[src/rtl/usb_sie_pkg.sv]
// Constants shared by the status and endpoint-control block and its queue memory.
// Assumes an 8-bit CPU register port with a 12-bit data address.
package usb_sie_pkg;
   // Register addresses on the CPU data space
   localparam logic [11:0] STATUS_OFS = 12'hF64;
   localparam logic [11:0] EP_CTRL_BASE_OFS = 12'hF70;
   localparam logic [11:0] DEV_ADDR_OFS = 12'hF80;
   localparam logic [11:0] FRAME_LOW_OFS = 12'hF82;
   localparam logic [11:0] FRAME_HIGH_OFS = 12'hF83;
   // Shared USB RAM map
   localparam logic [11:0] RAM_LAST = 12'hEBF;
   localparam logic [11:0] BD_FIRST = 12'hD00;
   localparam logic [11:0] BD_LAST = 12'hDFF;
   // Endpoint control field positions
   localparam int EPC_HSHK = 4;
   localparam int EPC_CONDIS = 3;
   localparam int EPC_OUTEN = 2;
   localparam int EPC_INEN = 1;
   localparam int EPC_STALL = 0;
   localparam logic [4:0] EPC_RST = 5'h00;
   localparam logic [6:0] ADDR_RST = 7'h00;
   localparam logic [10:0] FRAME_RST = 11'h000;
   // Status entry layout inside the status register
   localparam int STAT_EP_LSB = 3;
   localparam int STAT_DIR_BIT = 2;
   localparam int STAT_ODD_BIT = 1;
   localparam int ENTRY_W = 6;
   localparam int QUEUE_DEPTH = 4;
   localparam int PTR_W = 2;
   localparam int CNT_W = 3;
   localparam logic [CNT_W-1:0] QUEUE_FULL = 3'h4;
   localparam int EP_COUNT = 16;
   // Flag reassert limit: 5 instruction cycles of 62.5 ns, rounded down
   localparam int TCY_PS = 62500;
   localparam int CLK_PS = 8000;
   localparam int RELOAD_TCY = 5;
   localparam int RELOAD_CYCLES = RELOAD_TCY * TCY_PS / CLK_PS;
   // Token kinds from the packet decoder
   localparam logic [1:0] TOK_OUT = 2'h0;
   localparam logic [1:0] TOK_IN = 2'h1;
   localparam logic [1:0] TOK_SETUP = 2'h2;
   // Answer to the host for one token
   typedef enum logic [1:0] {
      RESP_NONE = 2'h0,
      RESP_ACCEPT = 2'h1,
      RESP_NAK = 2'h2,
      RESP_STALL = 2'h3
   } resp_e;
endpackage

[src/rtl/status_queue_mem.sv]
// Small storage array for the transfer status queue.
// Assumes one writer and one reader per clock; read data is registered.
module status_queue_mem
   import usb_sie_pkg::*;
#(
   parameter int W = ENTRY_W,
   parameter int D = QUEUE_DEPTH,
   parameter int AW = PTR_W
) (
   input wire logic mclk,
   input wire logic rst_n,
   input wire logic ce,
   input wire logic wr_en,
   input wire logic [AW-1:0] wr_addr,
   input wire logic [W-1:0] wr_data,
   input wire logic [AW-1:0] rd_addr,
   output logic [W-1:0] rd_data
);
   logic [W-1:0] mem_r [D];

   // Storage carries no reset; contents are meaningless until written
   always_ff @(posedge mclk) begin
      if (ce && wr_en) begin
         mem_r[wr_addr] <= wr_data;
      end
   end

   // Registered read port follows the head pointer
   always_ff @(posedge mclk or negedge rst_n) begin
      if (!rst_n) begin
         rd_data <= '0;
      end else if (ce) begin
         rd_data <= mem_r[rd_addr];
      end
   end
endmodule // status_queue_mem

[src/rtl/usb_sie_status_endpoint_ctrl.sv]
// Status queue, endpoint control, device address and frame number of the USB engine.
// Assumes engine events and CPU accesses are synchronous single-cycle pulses on mclk.
module usb_sie_status_endpoint_ctrl
   import usb_sie_pkg::*;
(
   input wire logic mclk,
   input wire logic rst_n,
   input wire logic ce,
   input wire logic [11:0] cpu_addr,
   input wire logic cpu_wr,
   input wire logic cpu_rd,
   input wire logic [7:0] cpu_wdata,
   output logic [7:0] cpu_rdata,
   input wire logic transfer_done_clear,
   output logic transfer_done_flag,
   input wire logic tok_valid,
   input wire logic [3:0] tok_ep,
   input wire logic [1:0] tok_pid,
   input wire logic tok_bd_stall,
   output logic resp_valid,
   output logic [1:0] resp_code,
   output logic resp_handshake,
   input wire logic xfer_done,
   input wire logic [3:0] xfer_ep,
   input wire logic xfer_dir,
   input wire logic xfer_odd,
   input wire logic [5:0] xfer_bd_index,
   output logic desc_release,
   output logic [5:0] desc_release_index,
   input wire logic bus_reset_flag,
   output logic [6:0] device_bus_address,
   input wire logic sof_valid,
   input wire logic [10:0] sof_frame,
   input wire logic suspend_control,
   output logic frame_valid,
   output logic usb_ram_hit,
   output logic bd_bank_hit
);
   localparam int RELOAD_MAX = RELOAD_CYCLES;

   logic [PTR_W-1:0] head_r;
   logic [PTR_W-1:0] tail_r;
   logic [CNT_W-1:0] count_r;
   logic [CNT_W-1:0] count_nxt;
   logic transfer_done_flag_r;
   logic [ENTRY_W-1:0] head_entry;
   logic [4:0] ep_ctrl_r [EP_COUNT];
   logic [6:0] addr_r;
   logic [10:0] frame_r;
   logic push;
   logic pop;
   logic full;
   logic [4:0] tok_ctl;
   logic tok_allowed;
   resp_e resp_nxt;
   logic stall_now;
   logic ep_hit;
   logic [3:0] ep_sel;

   assign full = (count_r == QUEUE_FULL);
   // A completion that arrives while the queue is full is dropped, not queued
   assign push = xfer_done && !full;
   assign pop = transfer_done_clear && transfer_done_flag_r && (count_r != '0);
   assign ep_hit = (cpu_addr[11:4] == EP_CTRL_BASE_OFS[11:4]);
   assign ep_sel = cpu_addr[3:0];

   // Queue occupancy after this cycle's push and pop
   always_comb begin
      count_nxt = count_r;
      if (push && !pop) begin
         count_nxt = count_r + 3'h1;
      end else if (pop && !push) begin
         count_nxt = count_r - 3'h1;
      end
   end

   // Status storage, head entry read back through a register
   status_queue_mem #(
      .W(ENTRY_W),
      .D(QUEUE_DEPTH),
      .AW(PTR_W)
   ) u_queue (
      .mclk(mclk),
      .rst_n(rst_n),
      .ce(ce),
      .wr_en(push),
      .wr_addr(tail_r),
      .wr_data({xfer_ep, xfer_dir, xfer_odd}),
      .rd_addr(head_r),
      .rd_data(head_entry)
   );

   // Pointers and count; completion order is preserved
   always_ff @(posedge mclk or negedge rst_n) begin
      if (!rst_n) begin
         head_r <= '0;
         tail_r <= '0;
         count_r <= '0;
      end else if (ce) begin
         if (push) begin
            tail_r <= tail_r + 2'h1;
         end
         if (pop) begin
            head_r <= head_r + 2'h1;
         end
         count_r <= count_nxt;
      end
   end

   // Flag drops for the pop cycle, then follows head validity; a push never gets lost
   always_ff @(posedge mclk or negedge rst_n) begin
      if (!rst_n) begin
         transfer_done_flag_r <= 1'b0;
      end else if (ce) begin
         if (pop) begin
            transfer_done_flag_r <= 1'b0;
         end else begin
            transfer_done_flag_r <= (count_r != '0);
         end
      end
   end
   assign transfer_done_flag = transfer_done_flag_r;

   // Token decode against the endpoint's enables
   always_comb begin
      tok_ctl = ep_ctrl_r[tok_ep];
      tok_allowed = 1'b0;
      unique case (tok_pid)
         TOK_OUT: tok_allowed = tok_ctl[EPC_OUTEN];
         TOK_IN: tok_allowed = tok_ctl[EPC_INEN];
         TOK_SETUP: tok_allowed = tok_ctl[EPC_OUTEN] && tok_ctl[EPC_INEN] && !tok_ctl[EPC_CONDIS];
         default: tok_allowed = 1'b0;
      endcase
      if (!tok_allowed) begin
         resp_nxt = RESP_NONE;
      end else if (full) begin
         resp_nxt = RESP_NAK;
      end else if (tok_bd_stall) begin
         resp_nxt = RESP_STALL;
      end else begin
         resp_nxt = RESP_ACCEPT;
      end
   end
   assign stall_now = tok_valid && (resp_nxt == RESP_STALL);

   // Answer to the packet engine, one pulse per token
   always_ff @(posedge mclk or negedge rst_n) begin
      if (!rst_n) begin
         resp_valid <= 1'b0;
         resp_code <= RESP_NONE;
         resp_handshake <= 1'b0;
      end else if (ce) begin
         resp_valid <= tok_valid;
         if (tok_valid) begin
            resp_code <= resp_nxt;
            resp_handshake <= tok_ctl[EPC_HSHK];
         end
      end
   end

   // Endpoint control registers; a STALL sent in the same cycle beats a firmware clear
   always_ff @(posedge mclk or negedge rst_n) begin
      if (!rst_n) begin
         for (int i = 0; i < EP_COUNT; i++) begin
            ep_ctrl_r[i] <= EPC_RST;
         end
      end else if (ce) begin
         for (int i = 0; i < EP_COUNT; i++) begin
            if (cpu_wr && ep_hit && (ep_sel == 4'(i))) begin
               ep_ctrl_r[i] <= cpu_wdata[4:0];
            end
            if (stall_now && (tok_ep == 4'(i))) begin
               ep_ctrl_r[i][EPC_STALL] <= 1'b1;
            end
         end
      end
   end

   // Device address; bus reset wins over a firmware write
   always_ff @(posedge mclk or negedge rst_n) begin
      if (!rst_n) begin
         addr_r <= ADDR_RST;
      end else if (ce) begin
         if (bus_reset_flag) begin
            addr_r <= ADDR_RST;
         end else if (cpu_wr && (cpu_addr == DEV_ADDR_OFS)) begin
            addr_r <= cpu_wdata[6:0];
         end
      end
   end
   assign device_bus_address = addr_r;

   // Frame number latched on SOF; suspend only clears frame_valid, an SOF still loads the frame number
   always_ff @(posedge mclk or negedge rst_n) begin
      if (!rst_n) begin
         frame_r <= FRAME_RST;
         frame_valid <= 1'b0;
      end else if (ce) begin
         if (sof_valid) begin
            frame_r <= sof_frame;
         end
         frame_valid <= !suspend_control;
      end
   end

   // Descriptor handed back to the CPU once its transaction is done
   always_ff @(posedge mclk or negedge rst_n) begin
      if (!rst_n) begin
         desc_release <= 1'b0;
         desc_release_index <= '0;
      end else if (ce) begin
         desc_release <= xfer_done;
         if (xfer_done) begin
            desc_release_index <= xfer_bd_index;
         end
      end
   end

   // RAM region decode for every CPU access
   always_ff @(posedge mclk or negedge rst_n) begin
      if (!rst_n) begin
         usb_ram_hit <= 1'b0;
         bd_bank_hit <= 1'b0;
      end else if (ce) begin
         usb_ram_hit <= (cpu_rd || cpu_wr) && (cpu_addr <= RAM_LAST);
         bd_bank_hit <= (cpu_rd || cpu_wr) && (cpu_addr >= BD_FIRST) && (cpu_addr <= BD_LAST);
      end
   end

   // Read mux; status writes fall through with no effect
   always_ff @(posedge mclk or negedge rst_n) begin
      if (!rst_n) begin
         cpu_rdata <= 8'h00;
      end else if (ce && cpu_rd) begin
         if (cpu_addr == STATUS_OFS) begin
            cpu_rdata <= {1'b0, head_entry, 1'b0};
         end else if (ep_hit) begin
            cpu_rdata <= {3'h0, ep_ctrl_r[ep_sel]};
         end else if (cpu_addr == DEV_ADDR_OFS) begin
            cpu_rdata <= {1'b0, addr_r};
         end else if (cpu_addr == FRAME_LOW_OFS) begin
            cpu_rdata <= frame_r[7:0];
         end else if (cpu_addr == FRAME_HIGH_OFS) begin
            cpu_rdata <= {5'h00, frame_r[10:8]};
         end else begin
            cpu_rdata <= 8'h00;
         end
      end
   end
endmodule // usb_sie_status_endpoint_ctrl

[config.mk]
export PLATFORM = sky130hd
export DESIGN_NAME = usb_sie_status_endpoint_ctrl
export DESIGN_NICKNAME = d
export VERILOG_FILES = /design/src/rtl/usb_sie_pkg.sv /design/src/rtl/status_queue_mem.sv /design/src/rtl/usb_sie_status_endpoint_ctrl.sv
export SDC_FILE = /design/constraint.sdc
export NUM_CORES = 1
export LEC_CHECK = 0
export BUFFER_PORTS_ARGS = -buffer_cell sky130_fd_sc_hd__buf_2
export CORE_AREA = 10 10 123 125
export CTS_BUF_LIST = sky130_fd_sc_hd__clkbuf_16
export CTS_CLUSTER_DIAMETER = 80
export CTS_CLUSTER_SIZE = 28
export DETAILED_ROUTE_END_ITERATION = 7
export DIE_AREA = 0 0 133 135
export GPL_TIMING_DRIVEN = 0
export PLACE_DENSITY = 0.8
export SYNTH_ARGS = -nofsm -noshare
export SYNTH_HDL_FRONTEND = slang
export SYNTH_SLANG_ARGS = --single-unit
export TNS_END_PERCENT = 30
[constraint.sdc]
create_clock -name mclk -period 4.7 [get_ports mclk]
set_clock_uncertainty 0.2 [all_clocks]
set_input_delay 0.94 -clock mclk [delete_from_list [all_inputs] [get_ports mclk]]
set_output_delay 0.94 -clock mclk [all_outputs]
set_load 0.02 [all_outputs]
After elaboration in Yosys (flattened, before gate mapping)
Memory sizes are Yosys's and may differ from the RTL's. A register that Yosys moved wholly into a read port is not among the register bits. Cells that the tools add are included. Widths: inputs -> output; s select.

Bitwise gates (word level): 2. Muxes and demuxes: 54. Eq/ne operators: 39. Add/sub/neg operators: 4. Magnitude comparators: 5. Reduce and logical (&&, ||, !) cells: 115.

Operator list (number): $reduce_and 2->1 (39); $eq 4x4->1 const B (16); $eq 12x12->1 const B (4); $logic_and 1x1->1 (47); $bmux 5 s4 (2); $reduce_bool 2->1 (18); $mux 1 (35); $eq 4x3->1 const B (8); $mux 8 (4); $le 12x12->1 const B (2); $mux 5 (4); $eq 4x2->1 const B (4); $mux 7 (2); $ge 12x12->1 const B (1); $ge 5x5->1 const B (2); $not 4->5 (2); $mux 3 (3); $eq 4x1->1 const B (2); $eq 8x8->1 const B (1); $logic_not 4->1 (2); $logic_not 1->1 (6); $mux 2 (3); $add 2x1->2 const B (2); $eq 2x2->1 const B (2); other kinds (8) (8).

Bits in registers: 128. Memories kept: 1. RAM bits: 24. Word-level logic and storage cells: 267. Output and inout bits: 30.

Memories: u_queue.mem_r (depth 4, width 6, rd ports 1, clocked after memory_dff 1, wr ports 1, RTL line status_queue_mem.sv:19) `logic [W-1:0] mem_r [D];`.

Longest topological paths before layout
Depth in word-level cells: 13. Mapped depth: 8.

By module
From an unflattened synthesis, not the netlist that was laid out.

Cells, all modules: 590. Area total of the unflattened synthesis: 7838.8 um^2.

By module, submodules not included: usb_sie_status_endpoint_ctrl (instances 1, area an instance 6698.9 um^2, seq. area each 3203.1 um^2, cells each 527); status_queue_mem (instances 1, area an instance 1139.8 um^2, seq. area each 870.8 um^2, cells each 63).

Worst setup path before layout
OpenSTA, ideal clock, no wires.

Path kind: input -> register. Start point: in cpu_addr[0]. End point: reg cpu_rdata[0]. Data arrival time: 2.636 ns. Data required time: 4.364 ns. Cell stages on the path: 6. Path slack: 1.728 ns. Cells stage by stage: buf_2 > buf_2 > mux4_2 > mux4_2 > a22oi_1 > a21oi_1.

Word-level cells in the longest chain between the ends: 6. Elaborated cells between the ends (all ways): 13. Classes of those cells: 4 x eq/ne; 8 x mux; 1 x bitwise.

Ends and longest elaborated chain: from (decl) (RTL line usb_sie_status_endpoint_ctrl.sv:9) `input wire logic [11:0] cpu_addr,`; $not 4->5 (not written as such) / $eq 12x12->1 (equally long branches) (RTL line usb_sie_status_endpoint_ctrl.sv:238, usb_sie_status_endpoint_ctrl.sv:243); $bmux 5 s4 / $mux 3 (equally long branches) (RTL line usb_sie_status_endpoint_ctrl.sv:238, usb_sie_status_endpoint_ctrl.sv:243); $mux 5 (not written as such) / $mux 8 (equally long branches) (RTL line usb_sie_status_endpoint_ctrl.sv:238, usb_sie_status_endpoint_ctrl.sv:241); $mux 5 (not written as such) / $mux 8 (equally long branches) (RTL line usb_sie_status_endpoint_ctrl.sv:238, usb_sie_status_endpoint_ctrl.sv:239); $mux 8 (RTL line usb_sie_status_endpoint_ctrl.sv:237) `end else if (ep_hit) begin`; $mux 8 * (RTL line usb_sie_status_endpoint_ctrl.sv:235) `if (cpu_addr == STATUS_OFS) begin`; to (signal assigned) (RTL line usb_sie_status_endpoint_ctrl.sv:236) `cpu_rdata <= {1'b0, head_entry, 1'b0};`; to (signal assigned) (RTL line usb_sie_status_endpoint_ctrl.sv:238) `cpu_rdata <= {3'h0, ep_ctrl_r[ep_sel]};`; to (signal assigned) (RTL line usb_sie_status_endpoint_ctrl.sv:240) `cpu_rdata <= {1'b0, addr_r};`; to (decl) (RTL line usb_sie_status_endpoint_ctrl.sv:13) `output logic [7:0] cpu_rdata,`.

Every way passes the cells marked *; elsewhere a longest branch is shown, timed or not. The select of a mux whose other input is x is not followed. A chain may end at the register's enable or synchronous reset.

Worst setup path in the final report
Start point: in cpu_addr[1]. End point: reg cpu_rdata[3].

Word-level cells in the longest chain between the ends: 6. Elaborated cells between the ends (all ways): 11. Classes of those cells: 3 x eq/ne; 7 x mux; 1 x bitwise.

Ends and longest elaborated chain (RTL line): $not 4->5 (not written as such) (usb_sie_status_endpoint_ctrl.sv:238); $bmux 5 s4 (usb_sie_status_endpoint_ctrl.sv:238); $mux 5 (not written as such) (2 in series) (usb_sie_status_endpoint_ctrl.sv:238); $mux 8 (usb_sie_status_endpoint_ctrl.sv:237); $mux 8 * (usb_sie_status_endpoint_ctrl.sv:235).

Marks and branches as above.

==> metrics.yaml <==
worstPathCellList: "clkbuf_1 > clkbuf_1 > mux4_2 > mux4_2 > nand2_1 > a31oi_1"
min_period_over_period: 0.648
cts_resized: 0
cts-root-buf: "clkbuf_16"
synthFlopType: "dfrtp_1"
cp.required_ns: 4.79
fmax_ghz: 0.328
grt_pass1_vias: 5563
seq_area_um2: 4070
routed_via_density: 6.38
hp-class: "in2async"
grt_pass1_wl_um: 31300
gp_congestion: 0.918
status: "finished clean"
worstRegToRegCells: 5
pin_count: 91
hold_violations: 0
yosysUniqueCellTypes: 54
netlist_area_um2: 7890
track_usage: 0.224
endpoint_kind: "register"
yosys.area_share.simple: 0.0826
cts_hold_buf: 0
synthAdderAreaFrac: 0.0105
start_kind: "primary input"
synth-compound-area-share: 0.0529
peakVddDrop_mv: 0.258
synth_top_family_by_area: "multiplexers"
ys_ff_latch: 158
synth-edff-count: 24
hpwl_um: 14100
fp.dieW_um: 133
r2r_end: "ep_ctrl_r[45]"
finalNetCount: 735
powerDensity_nw_per_um2: 390
grt_max_degree: 101
place.port_buffers: 83
synthMuxAreaShare: 0.297
ctsLongestPathBuffers: 2
grt_overflow: 0
rows: 41
wire_per_inst_um: 23.2
die_h_um: 135
critPathMaxStageDelay_ns: 0.69
clk_pin_slew_ns: 0.06
syn-num-nets: 632
cp_slowest_cell: "clkbuf_1"
tns_ns: 0
core_area_um2: 12600
die-area_um2: 18000
antenna_found_initial: 0
hold_slack_ns: 0.200
synth_warnings: 0
grt_setup_unrepaired: "false"
start_util: 0.628
rr_startpoint: "count_r[2]"
synth_area_per_cell_um2: 14.0
cts_tree: "yes"
final_layout_size_suffix_gt1_frac: 0.399
crit_fanout: 10
slew_violations: 0
drt_wl_total_um: 19800
ant_nets: 0
drc: 0
maxCapViolations: 0
path_class: "in2reg"
numCtsBuffers: 17
critical_path_buf_inv_count: 2
drt-initial-drc-count: 680
htreeDepth: 4
leakage_nw: 4.05
n_fill_cell: 795
netlist_instances: 565
diodes: 0
cp_top_family: "buffers and inverters"
clock_sinks: 158
worstPathArrival_ns: 3.14
multi_input_area_um2: 3550
postCtsSetupBuffers: 0
tightest_slew_ns: 1.06
r2r_slack_ns: 2.23
fin_crit_ns: 3.05
finalSetupViolCount: 0
area_delta_synth_final_pct: 16.1
clock_latency_ns: 0.42
relSlewSlack: 0.289
async_flop_share: 0.848
num_vias: 5440
drt_first_pass_iters: 5
synthXorXnorAreaFrac: 0.00666
seq_area_frac_synth: 0.516
-- cell type report --
class | instances | share of cell area
well taps | 172 | 0.0235
clock inverters | 15 | 0.0198
inverters | 14 | 0.00573
plain buffers | 34 | 0.0236
repair buffers | 84 | 0.0490
flip-flops and latches | 158 | 0.445
multi-input cells | 359 | 0.387
clock buffers | 17 | 0.0464
-- state kept, by name (all words and copies together), names as in the netlist, 2 cells and up --
| signal | cells |
|---|---|
| device_bus_address | 7 |
| desc_release_index | 6 |
| resp_code | 2 |
| head_r | 2 |
| cpu_rdata | 8 |
| ep_ctrl_r | 80 |
| u_queue.mem_r | 24 |
| u_queue.rd_data | 6 |
| count_r | 3 |
| frame_r | 11 |
| tail_r | 2 |
-- metal layers --
layer	up-vias	global-route usage	share of wire	wire length, µm
li1	2352	-	-	-
met1	2752	0.283	0.41	8120
met2	292	0.363	0.48	9480
met3	44	0.0623	0.087	1730
met4	0	0.0844	0.025	501
met5	-	0	0	0
-- cells in the mapped netlist (2+ instances only) --
cell | instances | area share
edfxtp_1 | 24 | 0.091
o21ai_0 | 15 | 0.0095
inv_1 | 14 | 0.0067
nand4_1 | 10 | 0.0079
mux4_1 | 8 | 0.027
a21oi_1 | 5 | 0.0032
buf_6 | 4 | 0.0057
nor2b_1 | 6 | 0.0048
mux2i_1 | 21 | 0.027
o31ai_1 | 2 | 0.0019
a22o_1 | 4 | 0.0044
dfrtp_1 | 134 | 0.42
ha_1 | 5 | 0.0079
nand3b_1 | 3 | 0.0029
buf_1 | 2 | 0.00095
o221ai_1 | 3 | 0.0033
and2_1 | 7 | 0.0055
mux2_2 | 95 | 0.14
nand3_1 | 23 | 0.015
clkbuf_1 | 16 | 0.0076
nor4_1 | 2 | 0.0016
mux4_2 | 38 | 0.11
and4b_1 | 2 | 0.0025
a31oi_1 | 4 | 0.0032
or3_1 | 3 | 0.0024
nor3b_1 | 3 | 0.0029
nor2_1 | 34 | 0.016
o21ai_2 | 10 | 0.011
xnor2_1 | 5 | 0.0055
nand2_1 | 23 | 0.011
and2b_1 | 2 | 0.0019
a221oi_1 | 7 | 0.0078
clkbuf_8 | 4 | 0.0070
buf_2 | 6 | 0.0038
nand4b_1 | 2 | 0.0022
-- logic make-up after synthesis --
family / Yosys count
buf+inv: 48
flops: 158
fa+ha+maj: 6
mux: 162
xor+xnor: 6
simple gates: 127
compound gates: 58
-- metrics by stage --
stage / cell area, µm² / setup slack (ns) / instances / total power [mW] / util
finish: 9170 / 1.65 / 853 / 3.57 / 0.729
global route: 9170 / 1.66 / 853 / 3.71 / 0.729
CTS: 9170 / 1.77 / 853 / 3.59 / 0.729
detailed placement: 8560 / 1.34 / 821 / 2.17 / 0.681
global placement: 8520 / 0.744 / 820 / 2.14 / 0.678
floorplan: 7890 / 1.73 / 565 / 1.97 / -
-- where the power goes --
group | switching, mW | total (mW) | internal, mW
logic | 0.303 | 0.550 | 0.247
clock network | 0.541 | 1.42 | 0.878
registers | 0.0848 | 1.61 | 1.52
total | 0.928 | 3.57 | 2.64
-- worst max-delay path by stage --
stage / startpoint / end / depth (start not counted) / slack, ns
floorplan: cpu_addr[0] / cpu_rdata[0] / 6 / 1.73
global placement: rst_n / ep_ctrl_r[43] / 1 / 0.74
detailed placement: cpu_addr[1] / cpu_rdata[3] / 6 / 1.34
CTS: tok_ep[1] / ep_ctrl_r[45] / 8 / 1.77
global route: cpu_addr[2] / cpu_rdata[4] / 6 / 1.66
finish: cpu_addr[1] / cpu_rdata[3] / 6 / 1.65
-- cell usage in the layout (no fill, tap or decap), types with 4 or more instances in the layout --
cell type  instances
mux4_2            38
clkbuf_8           4
buf_6              5
a221oi_1           7
mux4_1             8
nor2_1            34
a21oi_1            5
nor2b_1            6
edfxtp_1          24
bufinv_16          4
nand4_1           10
and2_1             7
nand2_1           23
clkbuf_1          16
nand3_1           23
inv_1             17
a22o_1             4
clkbuf_16         17
o21ai_0           15
mux2i_1           21
buf_2             88
xnor2_1            5
a31oi_1            4
dfrtp_1          134
mux2_2            95
ha_1               5
o21ai_2           10
(Power assumes the default switching activity.)
